**src/logic/ctl_chan_regs.svh**
```systemverilog
// Register offsets, field positions, reset values and timing counts
`ifndef CTL_CHAN_REGS_SVH
`define CTL_CHAN_REGS_SVH

`define OFS_CHAN_WDOG        8'h04
`define OFS_I2C_TIMING       8'h05
`define OFS_I2C_ERR_WDOG     8'h06
`define OFS_FAR_ADDR         8'h07
`define OFS_PASS_CTRL        8'h03

`define RST_CHAN_WDOG        8'hfe
`define RST_I2C_TIMING       8'h1e
`define RST_I2C_ERR_WDOG     8'h00
`define RST_FAR_ADDR         8'h00

`define BIT_TIMEOUT_OFF      0
`define BIT_PASS_ALL         7
`define BIT_PASS_DECODE      3
`define BIT_SEQ_ERR          7
`define BIT_SEQ_CLR          6
`define BIT_LOCAL_WR_BLOCK   2
`define BIT_BUS_WDOG_FAST    1
`define BIT_BUS_WDOG_OFF     0
`define BIT_HOLD_FAR_ADDR    0

// Clock period and time units, in ns
`define CLK_PERIOD_NS        50
`define TIMEOUT_UNIT_NS      2000000
`define HOLD_UNIT_NS         50
`define FILTER_UNIT_NS       5
`define SDA_DELAY_BASE_NS    250
`define SDA_DELAY_STEP_NS    50
`define BUS_WDOG_FAST_NS     50000
`define BUS_WDOG_SLOW_NS     1000000000
`define RECOVER_PULSES       9

`endif

```
**src/logic/ctl_chan_pkg.sv**
```systemverilog
// Types shared by the control channel supervision logic
package ctl_chan_pkg;

   typedef struct packed {
      logic       start;   // Transaction started on the channel
      logic       done;    // Transaction completed
      logic       seq_err; // Forward channel sequence error seen
      logic       lock;    // Receive lock
      logic [6:0] far_id;  // Identifier sent by the serializer
   } chan_status_s;

   typedef struct packed {
      logic       wr;      // Register write strobe
      logic       rd;      // Register read strobe
      logic       remote;  // Access came over the control channel
      logic [7:0] addr;    // Register offset
      logic [7:0] wdata;   // Write data
   } reg_req_s;

   typedef enum logic [1:0] {
      BUS_IDLE    = 2'b00,
      BUS_RECOVER = 2'b01,
      BUS_FREE    = 2'b10
   } bus_state_e;

endpackage

```
**src/logic/ctl_chan_supervisor.sv**
```systemverilog
// I2C port and control channel supervision for the deserializer
//
// Behaviour
// - Abort channel transaction not done within timeout field times 2 ms.
// - Channel watchdog runs while its disable bit is 0, halts at 1.
// - Pass-all bit forwards every local I2C transaction over the channel except to address 0 while far address is 0.
// - SDA input held after SCL by hold field times 50 ns, reset 1.
// - Reject SCL and SDA glitches up to filter field times 5 ns.
// - Read-only flag bit 7 sets on forward channel sequence error.
// - Writing clear bit 6 clears the sequence-error flag.
// - SDA output delay 250 ns plus 50 ns per step of field.
// - Block-local-write bit refuses remote writes to own registers.
// - Block-local-write does not stop remote access to local slaves.
// - Bus watchdog expires in 50 us when fast, else one second.
// - Unless disabled, SDA high and quiet for interval means bus free.
// - SDA low and quiet until expiry: drive nine SCL pulses.
// - Seven-bit far serializer address; zero disables access to it.
// - On receive lock, load far address from serializer identifier.
// - Freeze bit stops auto-load; software sets it as bit 0 of the address write.
// - Decode pass-through forwards only when address decode matches.
// - Alias-addressed transactions are remapped to physical address.
`timescale 1ns/10ps
`default_nettype none
`include "ctl_chan_regs.svh"

module ctl_chan_supervisor #(
   parameter int unsigned TIMEOUT_UNIT_CYC =
      `TIMEOUT_UNIT_NS / `CLK_PERIOD_NS,
   parameter int unsigned BUS_FAST_CYC = `BUS_WDOG_FAST_NS / `CLK_PERIOD_NS,
   parameter int unsigned BUS_SLOW_CYC = `BUS_WDOG_SLOW_NS / `CLK_PERIOD_NS,
   parameter int unsigned PULSE_HALF_CYC = 4
) (
   input  wire logic                   sys_clk,      // System clock 20 MHz
   input  wire logic                   rst_n,        // Async reset, low
   input  wire ctl_chan_pkg::reg_req_s req,          // Register access
   output logic                  [7:0] rdata,        // Register read data
   output logic                        wr_refused,   // Remote write dropped
   input  wire ctl_chan_pkg::chan_status_s chan,     // Channel status
   input  wire logic                   scl_in,       // SCL pin level
   input  wire logic                   sda_in,       // SDA pin level
   output logic                        scl_out,      // SCL drive value
   output logic                        scl_oe,       // SCL drive enable
   output logic                        sda_out,      // SDA drive value
   output logic                        sda_oe,       // SDA drive enable
   input  wire logic                   sda_drive_req, // Core wants SDA low
   input  wire logic                   txn_valid,    // Local transaction seen
   input  wire logic                   addr_match,   // Address decode hit
   input  wire logic                   alias_hit,    // Alias table hit
   input  wire logic             [6:0] alias_phys,   // Physical address
   input  wire logic             [6:0] txn_addr,     // Transaction address
   output logic                        fwd_txn,      // Forward over channel
   output logic                  [6:0] fwd_addr,     // Forwarded address
   output logic                        chan_abort,   // Transaction aborted
   output logic                        scl_filt,     // Filtered SCL
   output logic                        sda_filt,     // Held, filtered SDA
   output logic                        bus_free      // Bus watchdog: free
);

   localparam int unsigned HOLD_CYC  = `HOLD_UNIT_NS / `CLK_PERIOD_NS;
   localparam int unsigned DSTEP_CYC = `SDA_DELAY_STEP_NS / `CLK_PERIOD_NS;
   localparam int unsigned DBASE_CYC = `SDA_DELAY_BASE_NS / `CLK_PERIOD_NS;

   logic [7:0] chan_wdog;
   logic [7:0] i2c_timing;
   logic [7:0] err_wdog;
   logic [7:0] far_addr;
   logic       pass_decode;
   logic       wr_ok;

   // Remote writes are blocked only for our own registers; forwarding
   // to local slaves never goes through this path
   assign wr_ok = req.wr &&
                  !(req.remote && err_wdog[`BIT_LOCAL_WR_BLOCK]);
   assign wr_refused = req.wr && !wr_ok;

   function automatic logic hit(input logic [7:0] a, input logic [7:0] o);
      hit = (a == o);
   endfunction

   always_ff @(posedge sys_clk or negedge rst_n) begin
      if (!rst_n) begin
         chan_wdog   <= `RST_CHAN_WDOG;
         i2c_timing  <= `RST_I2C_TIMING;
         pass_decode <= 1'b0;
      end else if (wr_ok) begin
         if (hit(req.addr, `OFS_CHAN_WDOG)) begin
            chan_wdog <= req.wdata;
         end
         if (hit(req.addr, `OFS_I2C_TIMING)) begin
            i2c_timing <= req.wdata;
         end
         if (hit(req.addr, `OFS_PASS_CTRL)) begin
            pass_decode <= req.wdata[`BIT_PASS_DECODE];
         end
      end
   end

   // Sequence error: set wins over a simultaneous clear
   always_ff @(posedge sys_clk or negedge rst_n) begin
      if (!rst_n) begin
         err_wdog <= `RST_I2C_ERR_WDOG;
      end else begin
         if (wr_ok && hit(req.addr, `OFS_I2C_ERR_WDOG)) begin
            err_wdog[4:0] <= req.wdata[4:0];
            err_wdog[`BIT_SEQ_CLR] <= req.wdata[`BIT_SEQ_CLR];
         end
         if (chan.seq_err) begin
            err_wdog[`BIT_SEQ_ERR] <= 1'b1;
         end else if (wr_ok && hit(req.addr, `OFS_I2C_ERR_WDOG) &&
                      req.wdata[`BIT_SEQ_CLR]) begin
            err_wdog[`BIT_SEQ_ERR] <= 1'b0;
         end
         err_wdog[5] <= 1'b0;
      end
   end

   // Far address: software write or auto-load on lock unless frozen
   always_ff @(posedge sys_clk or negedge rst_n) begin
      if (!rst_n) begin
         far_addr <= `RST_FAR_ADDR;
      end else if (wr_ok && hit(req.addr, `OFS_FAR_ADDR)) begin
         far_addr <= req.wdata;
      end else if (chan.lock && !far_addr[`BIT_HOLD_FAR_ADDR]) begin
         far_addr[7:1] <= chan.far_id;
      end
   end

   always_comb begin
      case (req.addr)
         `OFS_CHAN_WDOG:    rdata = chan_wdog;
         `OFS_I2C_TIMING:   rdata = i2c_timing;
         `OFS_I2C_ERR_WDOG: rdata = err_wdog;
         `OFS_FAR_ADDR:     rdata = far_addr;
         `OFS_PASS_CTRL:    rdata = {4'h0, pass_decode, 3'h0};
         default:           rdata = 8'h00;
      endcase
   end

   // Forwarding decision and alias remap
   always_ff @(posedge sys_clk or negedge rst_n) begin
      if (!rst_n) begin
         fwd_txn  <= 1'b0;
         fwd_addr <= 7'h00;
      end else begin
         fwd_txn <= txn_valid &&
                    (i2c_timing[`BIT_PASS_ALL] ||
                     (pass_decode && addr_match)) &&
                    !(txn_addr == far_addr[7:1] &&
                      far_addr[7:1] == 7'h00);
         fwd_addr <= alias_hit ? alias_phys : txn_addr;
      end
   end

   // Channel watchdog
   logic [31:0] unit_cnt;
   logic [6:0]  unit_num;
   logic        txn_busy;

   always_ff @(posedge sys_clk or negedge rst_n) begin
      if (!rst_n) begin
         txn_busy   <= 1'b0;
         unit_cnt   <= 32'h0;
         unit_num   <= 7'h00;
         chan_abort <= 1'b0;
      end else begin
         chan_abort <= 1'b0;
         if (chan.start) begin
            txn_busy <= 1'b1;
            unit_cnt <= 32'h0;
            unit_num <= 7'h00;
         end else if (chan.done || chan_wdog[`BIT_TIMEOUT_OFF]) begin
            txn_busy <= 1'b0;
            unit_cnt <= 32'h0;
            unit_num <= 7'h00;
         end else if (txn_busy) begin
            if (unit_cnt == TIMEOUT_UNIT_CYC - 1) begin
               unit_cnt <= 32'h0;
               if (unit_num + 7'h01 >= chan_wdog[7:1]) begin
                  chan_abort <= 1'b1;
                  txn_busy   <= 1'b0;
               end else begin
                  unit_num <= unit_num + 7'h01;
               end
            end else begin
               unit_cnt <= unit_cnt + 32'h1;
            end
         end
      end
   end

   // Pin synchronisers
   logic [1:0] scl_sync;
   logic [1:0] sda_sync;

   always_ff @(posedge sys_clk or negedge rst_n) begin
      if (!rst_n) begin
         scl_sync <= 2'b11;
         sda_sync <= 2'b11;
      end else begin
         scl_sync <= {scl_sync[0], scl_in};
         sda_sync <= {sda_sync[0], sda_in};
      end
   end

   // Glitch filter: at 50 ns per cycle any depth up to 75 ns fits in
   // two cycles, so a change must stand depth/50 + 1 cycles
   logic [3:0] filt_need;
   logic [3:0] scl_cnt;
   logic [3:0] sda_cnt;
   logic       sda_clean;

   assign filt_need = 4'((i2c_timing[3:0] * `FILTER_UNIT_NS) /
                         `CLK_PERIOD_NS + 1);

   always_ff @(posedge sys_clk or negedge rst_n) begin
      if (!rst_n) begin
         scl_filt  <= 1'b1;
         sda_clean <= 1'b1;
         scl_cnt   <= 4'h0;
         sda_cnt   <= 4'h0;
      end else begin
         if (scl_sync[1] == scl_filt) begin
            scl_cnt <= 4'h0;
         end else if (scl_cnt + 4'h1 >= filt_need) begin
            scl_filt <= scl_sync[1];
            scl_cnt  <= 4'h0;
         end else begin
            scl_cnt <= scl_cnt + 4'h1;
         end
         if (sda_sync[1] == sda_clean) begin
            sda_cnt <= 4'h0;
         end else if (sda_cnt + 4'h1 >= filt_need) begin
            sda_clean <= sda_sync[1];
            sda_cnt   <= 4'h0;
         end else begin
            sda_cnt <= sda_cnt + 4'h1;
         end
      end
   end

   // SDA input hold: after an SCL fall, keep the old SDA for the hold time
   logic       scl_prev;
   logic [2:0] hold_cnt;

   always_ff @(posedge sys_clk or negedge rst_n) begin
      if (!rst_n) begin
         scl_prev <= 1'b1;
         hold_cnt <= 3'h0;
         sda_filt <= 1'b1;
      end else begin
         scl_prev <= scl_filt;
         if (scl_prev && !scl_filt) begin
            hold_cnt <= 3'(i2c_timing[6:4] * HOLD_CYC);
         end else if (hold_cnt != 3'h0) begin
            hold_cnt <= hold_cnt - 3'h1;
         end else begin
            sda_filt <= sda_clean;
         end
      end
   end

   // SDA output delay from SCL fall
   logic [3:0] dly_cnt;
   logic       sda_drv;

   always_ff @(posedge sys_clk or negedge rst_n) begin
      if (!rst_n) begin
         dly_cnt <= 4'h0;
         sda_drv <= 1'b0;
      end else if (scl_prev && !scl_filt) begin
         dly_cnt <= 4'(DBASE_CYC + err_wdog[4:3] * DSTEP_CYC);
         // A delay as long as the SCL period ends on the next fall
         if (dly_cnt == 4'h1) begin
            sda_drv <= sda_drive_req;
         end
      end else if (dly_cnt > 4'h1) begin
         dly_cnt <= dly_cnt - 4'h1;
      end else begin
         dly_cnt <= 4'h0;
         sda_drv <= sda_drive_req;
      end
   end

   // Bus watchdog
   ctl_chan_pkg::bus_state_e bus_state;
   logic [31:0] quiet_cnt;
   logic [31:0] quiet_lim;
   logic        activity;
   logic [4:0]  pulse_num;
   logic [7:0]  half_cnt;
   logic        sda_prev;

   assign quiet_lim = err_wdog[`BIT_BUS_WDOG_FAST] ?
                      BUS_FAST_CYC : BUS_SLOW_CYC;
   assign activity  = (scl_prev != scl_filt) || (sda_prev != sda_filt);

   always_ff @(posedge sys_clk or negedge rst_n) begin
      if (!rst_n) begin
         bus_state <= ctl_chan_pkg::BUS_IDLE;
         quiet_cnt <= 32'h0;
         pulse_num <= 5'h0;
         half_cnt  <= 8'h0;
         sda_prev  <= 1'b1;
         scl_out   <= 1'b1;
         scl_oe    <= 1'b0;
         bus_free  <= 1'b0;
      end else begin
         sda_prev <= sda_filt;
         case (bus_state)
            ctl_chan_pkg::BUS_IDLE: begin
               scl_oe <= 1'b0;
               if (activity || err_wdog[`BIT_BUS_WDOG_OFF]) begin
                  quiet_cnt <= 32'h0;
                  bus_free  <= 1'b0;
               end else if (quiet_cnt >= quiet_lim - 1) begin
                  quiet_cnt <= 32'h0;
                  if (sda_filt) begin
                     bus_free  <= 1'b1;
                     bus_state <= ctl_chan_pkg::BUS_FREE;
                  end else begin
                     pulse_num <= 5'h0;
                     half_cnt  <= 8'h0;
                     bus_state <= ctl_chan_pkg::BUS_RECOVER;
                  end
               end else begin
                  quiet_cnt <= quiet_cnt + 32'h1;
               end
            end
            ctl_chan_pkg::BUS_RECOVER: begin
               // Enable follows the level being set, never pulls a high
               if (half_cnt == 8'(PULSE_HALF_CYC - 1)) begin
                  half_cnt <= 8'h0;
                  scl_oe   <= scl_out;
                  scl_out  <= !scl_out;
                  if (!scl_out) begin
                     if (pulse_num == 5'(`RECOVER_PULSES - 1)) begin
                        bus_state <= ctl_chan_pkg::BUS_IDLE;
                     end
                     pulse_num <= pulse_num + 5'h1;
                  end
               end else begin
                  half_cnt <= half_cnt + 8'h1;
                  scl_oe   <= !scl_out;
               end
            end
            ctl_chan_pkg::BUS_FREE: begin
               if (activity || err_wdog[`BIT_BUS_WDOG_OFF]) begin
                  bus_free  <= 1'b0;
                  bus_state <= ctl_chan_pkg::BUS_IDLE;
               end
            end
            default: bus_state <= ctl_chan_pkg::BUS_IDLE;
         endcase
      end
   end

   assign sda_out = 1'b0;
   assign sda_oe  = sda_drv && (bus_state != ctl_chan_pkg::BUS_RECOVER);

endmodule
`default_nettype wire

```
**config.mk**
```make
export PLATFORM = sky130hd
export DESIGN_NAME = ctl_chan_supervisor
export DESIGN_NICKNAME = d
export VERILOG_FILES = /design/src/logic/ctl_chan_pkg.sv /design/src/logic/ctl_chan_supervisor.sv
export VERILOG_INCLUDE_DIRS = /design/src /design/src/logic
export SDC_FILE = /design/constraint.sdc
export NUM_CORES = 1
export LEC_CHECK = 0
export BUFFER_PORTS_ARGS = -buffer_cell sky130_fd_sc_hd__buf_2
export CORE_UTILIZATION = 24
export CTS_CLUSTER_DIAMETER = 30
export CTS_CLUSTER_SIZE = 20
export DETAILED_ROUTE_END_ITERATION = 10
export HOLD_SLACK_MARGIN = 0.12
export REMOVE_ABC_BUFFERS = 1
export SLEW_MARGIN = 20
export SYNTH_ARGS = -nofsm -noshare
export SYNTH_HDL_FRONTEND = slang
export SYNTH_SLANG_ARGS = --single-unit
```
**constraint.sdc**
```tcl
create_clock -name sys_clk -period 3.5 [get_ports sys_clk]
set_input_delay 0.35 -clock sys_clk [delete_from_list [all_inputs] [get_ports sys_clk]]
set_output_delay 0.35 -clock sys_clk [all_outputs]
set_load 0.1 [all_outputs]
```
==> metrics.txt <==
CP Capture Type=flop; Die W=188 µm; initial antenna violation count=0; first-pass GRT wire length=31600 µm; multi-input logic area=0.00416 mm²; Synth Register Bits=156; Critical Path RT=3.85 ns; critical path's top delay family=adder cells; sequential power share=0.428; clk sink count=156; EDFF count, synth=0; number of antenna diodes=0; crit path kind=flop to flop; total congestion overflow=0; Final Max Slew Viols=0; design area=0.00988 mm²; Max transition margin=0.419; Post-DP Area=0.00924 mm²; P&R area growth vs syn=19.1%; Total Power=0.00476 W; Initial Util=0.246; Filler Cell Count=3487; DRC=0; Final #Nets=1002; P_sw=0.00149 W; maximum number of pins on one net before global-route repair=70; CORE AREA=0.0338 mm²; Setup TNS Final=0 ns; Startpoint Class=flop; CTS tree=yes; vias in the first global route=6358; Most used DFF post-synth=dfrtp_1; clk buf depth=2; Worst-Margin Slew=0.870 ns; Sw Ratio=0.313; vias after detailed routing=6320; final setup vio count=0; Leak Pwr=4.57 nW; Hold WC Path Type=input port to flop; Comb pwr share=0.189; io pins=77; die area=0.0353 mm²; Post-Syn Area per Cell=10.2 µm²; cells after synthesis=816; yosys warns=0; H-tree depth=4; clock transition at the registers of the reported paths=0.07 ns; sequential cell area fraction in the yosys report=0.474; Port Buffers=74; Peak Freq=308 MHz; max_cap viols=0; Initial DRT Pass Iterations=4; cells along the critical path=ha_1, ha_1, o31ai_1, nand2_1, a21o_1, ha_1, inv_1, ha_1, a21o_1, a211oi_2, mux2_2; final wirelength=18700 µm; Global Route Usage Sum=0.111; Clock power frac=0.383; Synth cell types=62; CP max FO=4; internal power=0.00327 W; worst hold slack=0.152 ns; number of nets with antenna violations after routing=0; final hold vios=0; largest stage delay on the critical path=0.57 ns; Most Frequent Cell on Critical Path=ha_1; final cycle utilization of the critical path=0.929; row cnt=67; ys async rst share=1.00; Critical Path AT=3.60 ns; Peak VDD IR=0.297 mV; PwrDens=482 mW/mm²; TritonCTS Buffers=17; DP Wirelength=13500 µm; share of post-route cells with drive strength above 1=0.211; post-DR wirelength/cell=13.7 µm; Cell Area, Synth=0.00830 mm²; CTS root buffer=clkbuf_16; status=completed; number of buffers and inverters on the critical path=1; slowest CP cell=dfstp_2; GP Congestion=0.776; drt initial violations=358; Final min period=3.25 ns; Clock Latency Late Sink=0.43 ns; Final Core Density=0.292; Worst Skew=0.0109 ns; Die Ht=188 µm; Seq. cell area=0.00393 mm²; Vias/cell=4.63; RSZ-0062 raised after global routing=no
[timing repair]
| action | in CTS | in global routing |
|---|---|---|
| hold endpoints to repair | 67 | 0 |
| setup buffers | 0 | 1 |
| hold buffers | 4 | 0 |
| gates resized for setup | 0 | 2 |
| setup endpoints to repair | 0 | 7 |
[per-layer routing]
layer,wire [µm],global-route usage,share of wire,up-vias
met2,9070,0.182,0.48,92
met3,773,0.0288,0.041,15
li1,-,-,-,3096
met1,8670,0.142,0.46,3117
met5,0,0,0,-
met4,188,0.0328,0.010,0
[registers in the layout, summed over array words and instances, names as in the netlist, 3 cells and up]
signal	cells
far_addr	8
i2c_timing	8
hold_cnt	3
pulse_num	5
err_wdog	7
unit_cnt	32
unit_num	7
sda_cnt	4
fwd_addr	7
half_cnt	8
chan_wdog	8
dly_cnt	4
quiet_cnt	32
scl_cnt	4
[metrics by stage]
step	worst slack [ns]	instances
after global routing	0.102	1366
after global placement	0.205	1329
after floorplan	0.363	796
final	0.250	1366
after CTS	0.202	1365
after detailed placement	0.225	1329
[kinds of logic (layout without fill, tap and decap cells)]
logic type | after synthesis | count (layout) | synth area share
flops | 156 | 156 | 0.474
mux | 47 | 47 | 0.0716
fa+ha+maj | 45 | 45 | 0.0679
buf+inv | 57 | 155 | 0.0279
other cells | 1 | 5 | 0.000452
xor+xnor | 48 | 48 | 0.0507
compound gates | 139 | 139 | 0.104
simple gates | 323 | 323 | 0.204
[layout by cell type (no fill, tap or decap), types with 4 or more instances in the layout]
cell type	Yosys	layout
xnor2_1	18	18
dfstp_2	21	21
nor3_1	17	17
buf_4	1	11
a21o_1	14	14
and3_1	26	26
nor2_1	63	63
a31oi_1	7	7
inv_1	33	33
or2_2	5	5
mux2i_1	11	11
mux4_2	7	7
nand3_1	42	42
xor2_1	30	30
and2_1	8	8
conb_1	1	5
or3_1	20	20
inv_6	0	6
dfrtp_1	135	135
o21a_1	4	4
mux2_2	29	29
nand2b_1	7	7
dlygate4sd3_1	0	4
clkbuf_16	0	17
buf_2	3	73
a22o_1	5	5
nor3b_1	6	6
o21ai_0	49	48
and4_1	7	7
nor2b_1	8	8
nand2_1	66	66
ha_1	45	45
nor4_1	20	20
nand4_1	15	15
a21oi_1	36	36
[worst reg2reg max path: cells and delay by family (launching register included)]
kind            cells  cell delay, ns
fa+ha+maj           4            1.07
compound gates      4            0.99
mux                 1            0.37
buf+inv             1            0.08
flops               1            0.57
simple gates        1            0.09
[cells in the mapped netlist, drive strengths merged (2+ instances only)]
cell type,number,share of area
a211oi,3,0.0027
xnor2,18,0.019
nand2,66,0.030
dfstp,21,0.066
mux2i,11,0.013
mux2,29,0.039
and4,7,0.0074
xor2,30,0.032
or3,21,0.016
nor2b,8,0.0060
nand3,42,0.025
nor3,17,0.010
dfrtp,135,0.41
a2111oi,2,0.0029
a22o,5,0.0053
clkbuf,16,0.0084
o31ai,2,0.0018
ha,45,0.068
or2,5,0.0038
buf,8,0.0045
nand2b,7,0.0053
and2,9,0.0069
nor2,63,0.028
nor3b,8,0.0084
and3,27,0.021
a211o,3,0.0032
and2b,4,0.0038
a21o,14,0.013
o21a,4,0.0036
a21oi,36,0.022
nor4,20,0.015
o21ai,51,0.033
o211ai,3,0.0033
inv,33,0.015
o211a,2,0.0024
mux4,7,0.019
a31oi,7,0.0053
nand4,15,0.011
[power groups by stage]
stage / clock network (W) / registers (W) / logic, W
global placement: 0 / 0.00206 / 0.000870
global route: 0.00196 / 0.00206 / 0.00101
finish: 0.00182 / 0.00204 / 0.000902
CTS: 0.00187 / 0.00204 / 0.000912
detailed placement: 0 / 0.00207 / 0.000902
floorplan: 0 / 0.00214 / 0.000514
[layout make-up]
| cell class | instances | area share |
|---|---|---|
| well taps | 448 | 0.0567 |
| repair buffers | 90 | 0.0526 |
| clock buffers | 19 | 0.0458 |
| clock inverters | 13 | 0.0133 |
| multi-input cells | 607 | 0.421 |
| inverters | 33 | 0.0125 |
| flip-flops and latches | 156 | 0.398 |
[path summary, 6_finish.rpt]
kind | cells past startpoint | endpoint | startpoint | slack, ns
max | 11 | sda_clean$_DFFE_PN1P_ | i2c_timing[3]$_DFFE_PN1P_ | 0.25
min | 2 | fwd_addr[6]$_DFF_PN0_ | alias_phys[6] | 0.15
max reg2reg | 11 | sda_clean$_DFFE_PN1P_ | i2c_timing[3]$_DFFE_PN1P_ | 0.25
min reg2reg | 0 | scl_sync[1]$_DFF_PN1_ | scl_sync[0]$_DFF_PN1_ | 0.36
max in group asynchronous | 3 | sda_sync[0]$_DFF_PN1_ | rst_n | 2.10
min in group asynchronous | 2 | half_cnt[5]$_DFFE_PN0P_ | rst_n | 0.51
(Power assumes the default switching activity.)
